**config.mk**
```make
export PLATFORM = sky130hd
export DESIGN_NAME = pbs_sram_port
export DESIGN_NICKNAME = d
export VERILOG_FILES = /design/src/rtl/pbs_pkg.sv /design/src/rtl/pbs_sram_port.sv /design/src/rtl/pbs_wr_buf.sv
export SDC_FILE = /design/constraint.sdc
export NUM_CORES = 1
export LEC_CHECK = 0
export BUFFER_PORTS_ARGS = -buffer_cell sky130_fd_sc_hd__buf_4
export CAP_MARGIN = 20
export CORE_MARGIN = 3
export CORE_UTILIZATION = 55
export CTS_CLUSTER_SIZE = 12
export DETAILED_ROUTE_END_ITERATION = 16
export HOLD_SLACK_MARGIN = 0.06
export MAX_ROUTING_LAYER = met4
export PLACE_DENSITY = 0.77
export SETUP_SLACK_MARGIN = 0.3
export SKIP_LAST_GASP = 1
export SLEW_MARGIN = 20
export SYNTH_ARGS = -nofsm -noshare
export SYNTH_HDL_FRONTEND = slang
export SYNTH_SLANG_ARGS = --single-unit
export TNS_END_PERCENT = 10
```
**constraint.sdc**
```tcl
create_clock -name clk_in -period 5.9 [get_ports clk_in]
set_input_delay 1.18 -clock clk_in [delete_from_list [all_inputs] [get_ports clk_in]]
set_output_delay 1.18 -clock clk_in [all_outputs]
set_load 0.01 [all_outputs]
```
**src/rtl/pbs_pkg.sv**
```systemverilog
/*
 * constants shared by the burst sram port and its write buffer.
 * assumes a single 100 MHz clock domain.
 */
package pbs_pkg;
	localparam int ADDR_W     = 17;
	localparam int BYTE_N     = 4;
	localparam int BYTE_W     = 9;
	localparam int DATA_W     = BYTE_N * BYTE_W;
	localparam int BURST_W    = 2;
	localparam logic [BURST_W-1:0] BURST_FIRST = 2'h0;
	localparam logic [BURST_W-1:0] BURST_STEP  = 2'h1;
	localparam logic [BURST_W-1:0] BURST_LAST  = 2'h3;
	localparam logic ORDER_LINEAR     = 1'h0;
	localparam logic ORDER_INTERLEAVE = 1'h1;
	localparam int BUF_DEPTH  = 2;

	typedef enum logic [2:0] {
		PBS_IDLE  = 3'h1,
		PBS_READ  = 3'h2,
		PBS_WRITE = 3'h4
	} pbs_burst_e;
endpackage

```
**src/rtl/pbs_sram_port.sv**
```systemverilog
/*
 * control and burst pipeline of a pipelined no-turnaround burst sram port.
 * assumes an external storage array: asynchronous read on mem_rd_addr_out,
 * write words handed over with valid/ready through a two-entry buffer.
 */
// How it works
// burst steps low two address bits from base, linear or interleaved per order input.
// a load (load_or_advance_n low) ends any burst in progress.
// direction is fixed at load; read/write input ignored while advancing.
// a write starts only with read/write low on a load edge.
// controller gives valid byte enables on every write and burst-write cycle.
// byte enables from the address cycle pair with data two cycles later.
// clock enable high makes the edge do nothing in the port, but the write buffer still drains toward the array.
// on a suppressed edge all pipeline, counter and output registers hold.
// any inactive chip select starts a deselect and no new access.
// data bus released two cycles after deselect, pending transfers first.
// pending reads still delivered and pending writes still captured when deselected.
// selected only with both active-low selects low and high select high.
// counter advances each continue cycle and wraps after the fourth.
// on a suppressed edge output keeps read data or stays released.
// outputs disable themselves on writes; output enable may stay active.
// dummy read or aborted write still sets up access and advances counter.
// read data and write capture occur two accepted edges after the address.
`timescale 1ns/1ps
module pbs_sram_port
	import pbs_pkg::*;
#(
	parameter int AW = ADDR_W,
	parameter int DW = DATA_W,
	parameter int BN = BYTE_N
) (
	// clock and reset
	input  wire logic          clk_in,
	input  wire logic          nrst_in,
	// bus control
	input  wire logic          clk_en_n_in,
	input  wire logic          chip_sel_a_n_in,
	input  wire logic          chip_sel_b_n_in,
	input  wire logic          chip_sel_c_hi_in,
	input  wire logic          load_or_advance_n_in,
	input  wire logic          rd_wr_n_in,
	input  wire logic [BN-1:0] byte_write_en_n_in,
	input  wire logic [AW-1:0] addr_in,
	input  wire logic          burst_order_in,
	input  wire logic          out_en_n_in,
	input  wire logic          sleep_request_in,
	// data pins
	input  wire logic [DW-1:0] dq_in,
	output logic      [DW-1:0] dq_out,
	output logic               dq_oe_out,
	// storage array
	output logic      [AW-1:0] mem_rd_addr_out,
	input  wire logic [DW-1:0] mem_rdata_in,
	output logic               mem_wr_valid_out,
	input  wire logic          mem_wr_ready_in,
	output logic      [AW-1:0] mem_wr_addr_out,
	output logic      [BN-1:0] mem_wr_be_out,
	output logic      [DW-1:0] mem_wr_data_out,
	// status
	output logic               wr_buf_full_out
);
	localparam int WW = AW + BN + DW;

	////////////////////////////////////////////////////////////////////////////
	// state
	pbs_burst_e           mode_q;
	logic [AW-1:0]        base_q;
	logic [BURST_W-1:0]   cnt_q;
	logic                 s1_vld_q, s1_wr_q, s2_vld_q, s2_wr_q;
	logic [AW-1:0]        s1_addr_q, s2_addr_q;
	logic [BN-1:0]        s1_be_q, s2_be_q;
	logic [DW-1:0]        s2_rdata_q, dq_q;
	logic                 oe_q;
	logic                 buf_ready;
	logic                 buf_vld;
	logic [WW-1:0]        buf_out;

	////////////////////////////////////////////////////////////////////////////
	// decode
	wire                 accept   = ~clk_en_n_in & buf_ready;
	wire                 selected = ~chip_sel_a_n_in & ~chip_sel_b_n_in & chip_sel_c_hi_in
	                                & ~sleep_request_in;
	wire                 is_load  = ~load_or_advance_n_in;
	wire                 bursting = (mode_q != PBS_IDLE);
	wire                 go_load  = is_load & selected;
	wire                 go_cont  = ~is_load & selected & bursting;
	wire [BURST_W-1:0]   cnt_nx   = go_load ? BURST_FIRST : cnt_q + BURST_STEP;
	wire [BURST_W-1:0]   base_lo  = base_q[BURST_W-1:0];
	wire [BURST_W-1:0]   lo_bits  = (burst_order_in == ORDER_INTERLEAVE) ? (base_lo ^ cnt_nx)
	                                                                       : (base_lo + cnt_nx);
	wire [AW-1:0]        cont_adr = {base_q[AW-1:BURST_W], lo_bits};
	wire                 new_wr   = go_load ? ~rd_wr_n_in : (mode_q == PBS_WRITE);
	wire                 push     = accept & s2_vld_q & s2_wr_q & ~(&s2_be_q);
	wire [WW-1:0]        buf_in   = {s2_addr_q, ~s2_be_q, dq_in};
	pbs_burst_e          mode_nx;

	always_comb begin
		mode_nx = mode_q;
		if (!selected) begin
			mode_nx = PBS_IDLE;
		end else if (is_load) begin
			mode_nx = rd_wr_n_in ? PBS_READ : PBS_WRITE;
		end
	end

	////////////////////////////////////////////////////////////////////////////
	// burst state and counter
	always_ff @(posedge clk_in) begin
		if (!nrst_in) begin
			mode_q <= PBS_IDLE;
			base_q <= '0;
			cnt_q  <= BURST_FIRST;
		end else if (accept) begin
			case (mode_nx)
				PBS_IDLE:  mode_q <= PBS_IDLE;
				PBS_READ:  mode_q <= PBS_READ;
				PBS_WRITE: mode_q <= PBS_WRITE;
				default:   mode_q <= PBS_IDLE;
			endcase
			if (go_load) begin
				base_q <= addr_in;
			end
			if (go_load || go_cont) begin
				cnt_q <= cnt_nx;
			end
		end
	end

	////////////////////////////////////////////////////////////////////////////
	// two-stage pipeline
	always_ff @(posedge clk_in) begin
		if (!nrst_in) begin
			s1_vld_q <= 1'b0;
			s1_wr_q  <= 1'b0;
			s1_addr_q <= '0;
			s1_be_q  <= '1;
			s2_vld_q <= 1'b0;
			s2_wr_q  <= 1'b0;
			s2_addr_q <= '0;
			s2_be_q  <= '1;
			s2_rdata_q <= '0;
		end else if (accept) begin
			s1_vld_q  <= go_load | go_cont;
			s1_wr_q   <= new_wr;
			s1_addr_q <= go_load ? addr_in : cont_adr;
			s1_be_q   <= byte_write_en_n_in;
			s2_vld_q  <= s1_vld_q;
			s2_wr_q   <= s1_wr_q;
			s2_addr_q <= s1_addr_q;
			s2_be_q   <= s1_be_q;
			s2_rdata_q <= mem_rdata_in;
		end
	end

	////////////////////////////////////////////////////////////////////////////
	// output register
	always_ff @(posedge clk_in) begin
		if (!nrst_in) begin
			dq_q <= '0;
			oe_q <= 1'b0;
		end else if (accept) begin
			dq_q <= s2_rdata_q;
			oe_q <= s2_vld_q & ~s2_wr_q & ~out_en_n_in;
		end
	end

	assign dq_out          = dq_q;
	assign dq_oe_out       = oe_q;
	assign mem_rd_addr_out = s1_addr_q;

	////////////////////////////////////////////////////////////////////////////
	// write buffer toward the array
	pbs_wr_buf #(
		.WIDTH         (WW)
	) u_wbuf (
		.clk_in        (clk_in),
		.nrst_in       (nrst_in),
		.in_valid_in   (push),
		.in_ready_out  (buf_ready),
		.in_data_in    (buf_in),
		.out_valid_out (buf_vld),
		.out_ready_in  (mem_wr_ready_in),
		.out_data_out  (buf_out)
	);

	assign mem_wr_valid_out = buf_vld;
	assign {mem_wr_addr_out, mem_wr_be_out, mem_wr_data_out} = buf_out;
	assign wr_buf_full_out  = ~buf_ready;

	////////////////////////////////////////////////////////////////////////////
	// checks
	burst_wrap_a: assert property (@(posedge clk_in) disable iff (!nrst_in)
		accept && go_cont && cnt_q == BURST_LAST |=> cnt_q == BURST_FIRST)
		else $error("burst counter did not wrap");

	load_restart_a: assert property (@(posedge clk_in) disable iff (!nrst_in)
		accept && go_load |=> cnt_q == BURST_FIRST && s1_addr_q == $past(addr_in))
		else $error("load did not restart burst");

	stall_hold_a: assert property (@(posedge clk_in) disable iff (!nrst_in)
		clk_en_n_in |=> $stable(cnt_q) && $stable(s1_vld_q) && $stable(s2_vld_q))
		else $error("state moved on a suppressed edge");

	stall_output_a: assert property (@(posedge clk_in) disable iff (!nrst_in)
		clk_en_n_in |=> $stable(dq_out) && $stable(dq_oe_out))
		else $error("output changed on a suppressed edge");

	deselect_idle_a: assert property (@(posedge clk_in) disable iff (!nrst_in)
		accept && (chip_sel_a_n_in || chip_sel_b_n_in || !chip_sel_c_hi_in) |=> !s1_vld_q)
		else $error("access started while deselected");

	dir_fixed_a: assert property (@(posedge clk_in) disable iff (!nrst_in)
		accept && go_cont |=> s1_wr_q == ($past(mode_q) == PBS_WRITE))
		else $error("burst direction changed");

	read_latency_a: assert property (@(posedge clk_in) disable iff (!nrst_in)
		accept && go_load && rd_wr_n_in ##1 accept ##1 accept && !out_en_n_in |=> dq_oe_out)
		else $error("read data not driven two edges after address");

	write_quiet_a: assert property (@(posedge clk_in) disable iff (!nrst_in)
		accept && go_load && !rd_wr_n_in ##1 accept ##1 accept |=> !dq_oe_out)
		else $error("bus driven during write");

	release_two_a: assert property (@(posedge clk_in) disable iff (!nrst_in)
		accept && !selected ##1 accept && !selected ##1 accept |=> !dq_oe_out)
		else $error("bus not released after deselect");

	write_pair_a: assert property (@(posedge clk_in) disable iff (!nrst_in)
		accept && go_load && !rd_wr_n_in && !(&byte_write_en_n_in) ##1 accept ##1 accept |-> push)
		else $error("write data not captured with its byte enables");
endmodule

```
**src/rtl/pbs_wr_buf.sv**
```systemverilog
/*
 * two-entry write buffer with valid/ready on both sides.
 * assumes synchronous active-low reset and one clock.
 */
`timescale 1ns/1ps
module pbs_wr_buf
	import pbs_pkg::*;
#(
	parameter int WIDTH = 8
) (
	// clock and reset
	input  wire logic             clk_in,
	input  wire logic             nrst_in,
	// filling side
	input  wire logic             in_valid_in,
	output logic                  in_ready_out,
	input  wire logic [WIDTH-1:0] in_data_in,
	// draining side
	output logic                  out_valid_out,
	input  wire logic             out_ready_in,
	output logic [WIDTH-1:0]      out_data_out
);
	// entry 0 is the head, entry 1 the spare
	logic [WIDTH-1:0] ent_q [BUF_DEPTH];
	logic             vld_q [BUF_DEPTH];
	wire              push    = in_valid_in & ~vld_q[1];
	wire              head_go = ~vld_q[0] | out_ready_in;

	assign in_ready_out  = ~vld_q[1];
	assign out_valid_out = vld_q[0];
	assign out_data_out  = ent_q[0];

	always_ff @(posedge clk_in) begin
		if (!nrst_in) begin
			vld_q[0] <= 1'b0;
			vld_q[1] <= 1'b0;
			ent_q[0] <= '0;
			ent_q[1] <= '0;
		end else if (head_go) begin
			vld_q[0] <= vld_q[1] | push;
			ent_q[0] <= vld_q[1] ? ent_q[1] : in_data_in;
			vld_q[1] <= 1'b0;
		end else if (push) begin
			vld_q[1] <= 1'b1;
			ent_q[1] <= in_data_in;
		end
	end

	no_overrun_a: assert property (@(posedge clk_in) disable iff (!nrst_in)
		vld_q[1] && !out_ready_in |=> vld_q[1] && $stable(ent_q[1]))
		else $error("write buffer spare entry lost");
endmodule

```
# Word-level counts from Yosys, hierarchy flattened
# Memory sizes are Yosys's and may differ from the RTL's.
# Index checks and enable logic that the tools add are counted.
# totals
reg_bits	141
latchBits	0
ram_bits	116
rom_bits	0
input_bits	105
wordCells	82
mem_count	2
# memory_table
name	depth	width	rd	rd_ports_with_merged_regs	write_ports	line_no	rtl
u_wbuf.ent_q	2	57	2	0	2	pbs_wr_buf.sv:24	logic [WIDTH-1:0] ent_q [BUF_DEPTH];
u_wbuf.vld_q	2	1	2	0	2	pbs_wr_buf.sv:25	logic vld_q [BUF_DEPTH];
# classes
add_sub_neg	2
n_mul	0
div	0
magnitude_cmp	0
eq_ne	4
n_shift	0
mux	22
n_bitwise	34
n_reduce_logical	4
# ops
cell	n
$mux W57	3
$mux W17	1
$and A1 B1 Y1	13
$mux W1	12
$not A1 Y1	11
$mux W3	3
$or A1 B1 Y1	8
$eq A3 B3 Y1 const B	2
$pmux W3 S2	1
$mux W2	2
$not A4 Y4	1
$reduce_and A2 Y1	2
$reduce_and A4 Y1	1
$eq A3 B2 Y1 const B	1
$ne A3 B1 Y1 const B	1
$add A2 B1 Y2 const B	1
$add A2 B2 Y2	1
$xor A2 B2 Y2	1
$logic_or A1 B1 Y1	1

# Logic depth before layout (Yosys ltp)
# depth
depth_word	11
mapped_depth	8
depth_no_buf	7

# Hierarchy
# Synthesis repeated with hierarchy kept, for this count alone.
# hier_totals
cells_unflattened	1093
hier_area_um2	11537.3
# modules_own_cells
module	n_inst	cells_each	area_each_um2	seq_area_each_um2
pbs_wr_buf	1	456	6082.1	3473.3
pbs_sram_port	1	637	5455.2	2822.7

# Worst setup path after synthesis
# Ideal clock, no wire load.
# synth_path
kind	input port to flip-flop
start	in mem_wr_ready_in
end	mem u_wbuf.ent_q[0][100] (netlist name) (enable)
setup_time_ps	416
arrival_time_ps	4836
t_required_ps	5484
path_slack_ps	648
path_stages	3
path_buffers	0
cell_sequence	nand3b_1 > or4b_4 > nand2_1
# synth_lines
element	line_no	rtl
start, declared	pbs_sram_port.sv:55	input wire logic mem_wr_ready_in,
end, declared	pbs_wr_buf.sv:24	

==> key figures <==
Critical path
  – Worst Setup SP: nrst_in
  – Crit start category: primary input
  – CP most frequent cell: buf_4
  – Req. time, crit path: 6.29 ns
  – CP Class: primary input to register
  – CP max-delay cell: buf_4
  – R2R Path Start: u_wbuf.vld_q[1]$_DFF_P_
  – Nature of the critical path endpoint: register
  – Cell chain of the critical path: buf_4 -> buf_4 -> o21ai_0 -> nand2_1 -> buf_4 -> and2_1
  – CP peak stage delay: 0.68 ns
  – Critical Path AT: 3.69 ns
  – CP max FO: 96

Status
  – Outcome: completed

Clock tree
  – Clock slew at reported path FFs: 0.06 ns
  – CTS resizes: 0
  – CTS tree: done
  – CTS Buffer Depth: 3
  – Cts bufs inserted: 26
  – Hold buffer count at CTS: 0
  – Postcts setup bufs: 0
  – Num Clock Sinks: 257
  – Worst-skew pair later-pin latency: 0.53 ns
  – H-tree Lvls: 1
  – Root Driver: clkbuf_16

Floorplanning
  – Die X: 145 microns
  – Row cnt: 50
  – Full die area: 21000 sq um
  – Area of the core: 18800 sq um
  – Initial Util: 56.4%
  – I/O Pins: 218
  – Die height: 145 microns

Timing
  – Relative slew slack: 30.7%
  – RSZ-0062 raised after global routing: false
  – Max Slew Vio Count: 0
  – Setup TNS: 0 ns
  – Final min period: 3.30 ns
  – Period utilisation layout: 55.9%
  – Setup ws final: 2.60 ns
  – Setup violators final: 0
  – Clock skew: 0.0147 ns
  – Highest Clock Rate: 0.303 GHz
  – Hold Vio Cnt, Final: 0
  – Worst slew pin tran: 1.04 ns

Yosys
  – Sequential share of the synthesized area: 59.3%
  – Ys async rst share: 0%
  – Mapped Nets: 1121
  – Distinct cells, synth: 35
  – Top-count cell post-synth: nand2_1
  – Synthesized cell area: 10600 sq um
  – Top_reg_cell synth: dfxtp_1
  – Area leader, netlist: edfxtp_1
  – Synth top area share: 32.5%
  – Most frequent cells after synthesis: 241 x nand2_1, 142 x dfxtp_1, 115 x edfxtp_1
  – Synthesized instance count: 1015
  – Ys Warns: 0
  – Post-synth EDFFs: 115
  – Synth area leaders: edfxtp_1 33%, dfxtp_1 27%, nand2_1 8.5%
  – Syn avg cell area: 10.5 sq um
  – Synth Register Bits: 257

Route
  – Vias/cell: 5.01
  – DRC viols: 0
  – Drt first pass iters: 5
  – Routed WL per cell: 14.4 microns
  – DR vias: 7143
  – DRT Wirelength: 20500 microns
  – Final ANT Viol Nets: 0
  – 1st-iter DRT viols: 364

GRT
  – Tot GR Track Use: 18.9%
  – Initial antenna violation count: 0
  – Global-route wire length before repair: 32800 microns
  – Largest net degree at the start of global routing: 108
  – Number of global-route vias before repair: 6503
  – Total gr overflow: 0

Place
  – Placed Instances: 1378
  – Port Buffer Count: 217
  – Placed inst area: 11900 sq um
  – Pre-CTS setup slack: 2.06 ns
  – Hpwl dp: 13200 microns
  – GP Congestion: 0.758

Cells and area
  – Multi-input logic area: 3580 sq um
  – Antenna diodes: 0
  – Final core occ: 67.6%
  – Layout Cell Area excl Fill: 12700 sq um
  – Nets: 1253
  – Layout cell share with drive strength beyond 1: 23.1%
  – Layout overhead on the synthesized area: 19.9%
  – Fillers: 1451
  – Register area: 6300 sq um
  – Non-filler cells, final: 1425

Power
  – Power per Cell Area: 293 nW/um^2
  – Pleak: 5.00 nW
  – Net Sw Frac: 21.3%
  – Comb power frac: 7.2%
  – Cell Int Power: 2.93 mW
  – Clk network pwr share: 40.2%
  – Switching Power: 796 uW
  – Max rail drop VDD: 227 uV
  – Seq pwr share: 52.6%

Hold path
  – Hold Crit Class: register to register
  – Hold_sp: s1_be_q[3]$_SDFFE_PN1N_

Run
  – MaxCap Viol Count: 0
-- path summary, 6_finish.rpt --
kind,end,slack (ns),cells past startpoint
hold / removal,s2_be_q[3]$_SDFFE_PN1N_,0.45,2
setup / recovery,u_wbuf.ent_q[0][60]$_SDFFCE_PN0P_,2.60,6
hold reg to reg,s2_be_q[3]$_SDFFE_PN1N_,0.45,2
setup reg to reg,u_wbuf.ent_q[0][65]$_SDFFCE_PN0P_,3.04,4
-- through the flow --
stage | power (mW) | hold slack [ns]
after floorplan | 2.16 | 0.438
after global placement | 2.26 | 0.448
after detailed placement | 2.27 | 0.456
after CTS | 3.77 | 0.459
after global routing | 3.87 | 0.478
final | 3.73 | 0.455
-- layout by cell type (no fill, tap or decap), types with 5 or more instances in the layout --
cell       netlist  routed
a21boi_0       110     110
a21oi_1         26      26
and2_1          55      54
buf_4           59     226
clkbuf_1        49      15
clkbuf_16        0      26
dfxtp_1        142     141
edfxtp_1       115     115
mux2i_1         70      70
nand2_1        241     240
nand3_1         10      10
nor2_1          71      69
nor2b_1          5       5
o21ai_0         21      21
-- power by group through the flow --
stage	clock, mW	sequential, mW	combinational, mW
3_3_place_gp	0	2.00	0.263
5_1_grt	1.60	1.97	0.298
4_1_cts	1.53	1.96	0.270
6_report	1.50	1.96	0.268
3_5_place_dp	0	2.00	0.268
2_1_floorplan	0	2.00	0.156
-- state kept, by name, summed over array words and instances (netlist names), 4 cells and up --
register,flops
base_q,17
dq_out,36
mem_rd_addr_out,17
s1_be_q,4
s2_addr_q,17
s2_be_q,4
s2_rdata_q,36
u_wbuf.ent_q,114
-- logic make-up after synthesis --
| family | after synthesis | share of synthesized area (%) |
|---|---|---|
| multiplexers | 71 | 6.71 |
| buffers and inverters | 126 | 7.07 |
| AND/OR/NAND/NOR | 394 | 16.0 |
| XOR/XNOR | 4 | 0.330 |
| adder cells (fa/ha/maj) | 1 | 0.118 |
| AO/OA/AOI/OAI | 162 | 10.4 |
| flip-flops | 257 | 59.3 |
-- final cells by class --
class                      instances  area share [%]
clock buffer                      45            5.99
clock inverter                     1           0.128
inverter                           3          0.0885
multi-input combinational        632            28.2
sequential                       257            49.5
tap                              260            2.56
timing repair buffer             227            13.6
-- routing by layer --
| layer | up-vias | wire, microns | global-route usage, % |
|---|---|---|---|
| met4 | 0 | 414 | 3.99 |
| met2 | 198 | 9360 | 30.0 |
| met1 | 3298 | 9210 | 25.2 |
| met3 | 34 | 1500 | 4.31 |
| li1 | 3613 | - | - |
| met5 | - | 0 | - |
-- critical path, delay by kind of cell --
| kind | cells | cell delay [ns] |
|---|---|---|
| simple gates | 2 | 0.69 |
| compound gates | 1 | 0.30 |
| buf+inv | 3 | 1.41 |
(Power assumes the default switching activity.)
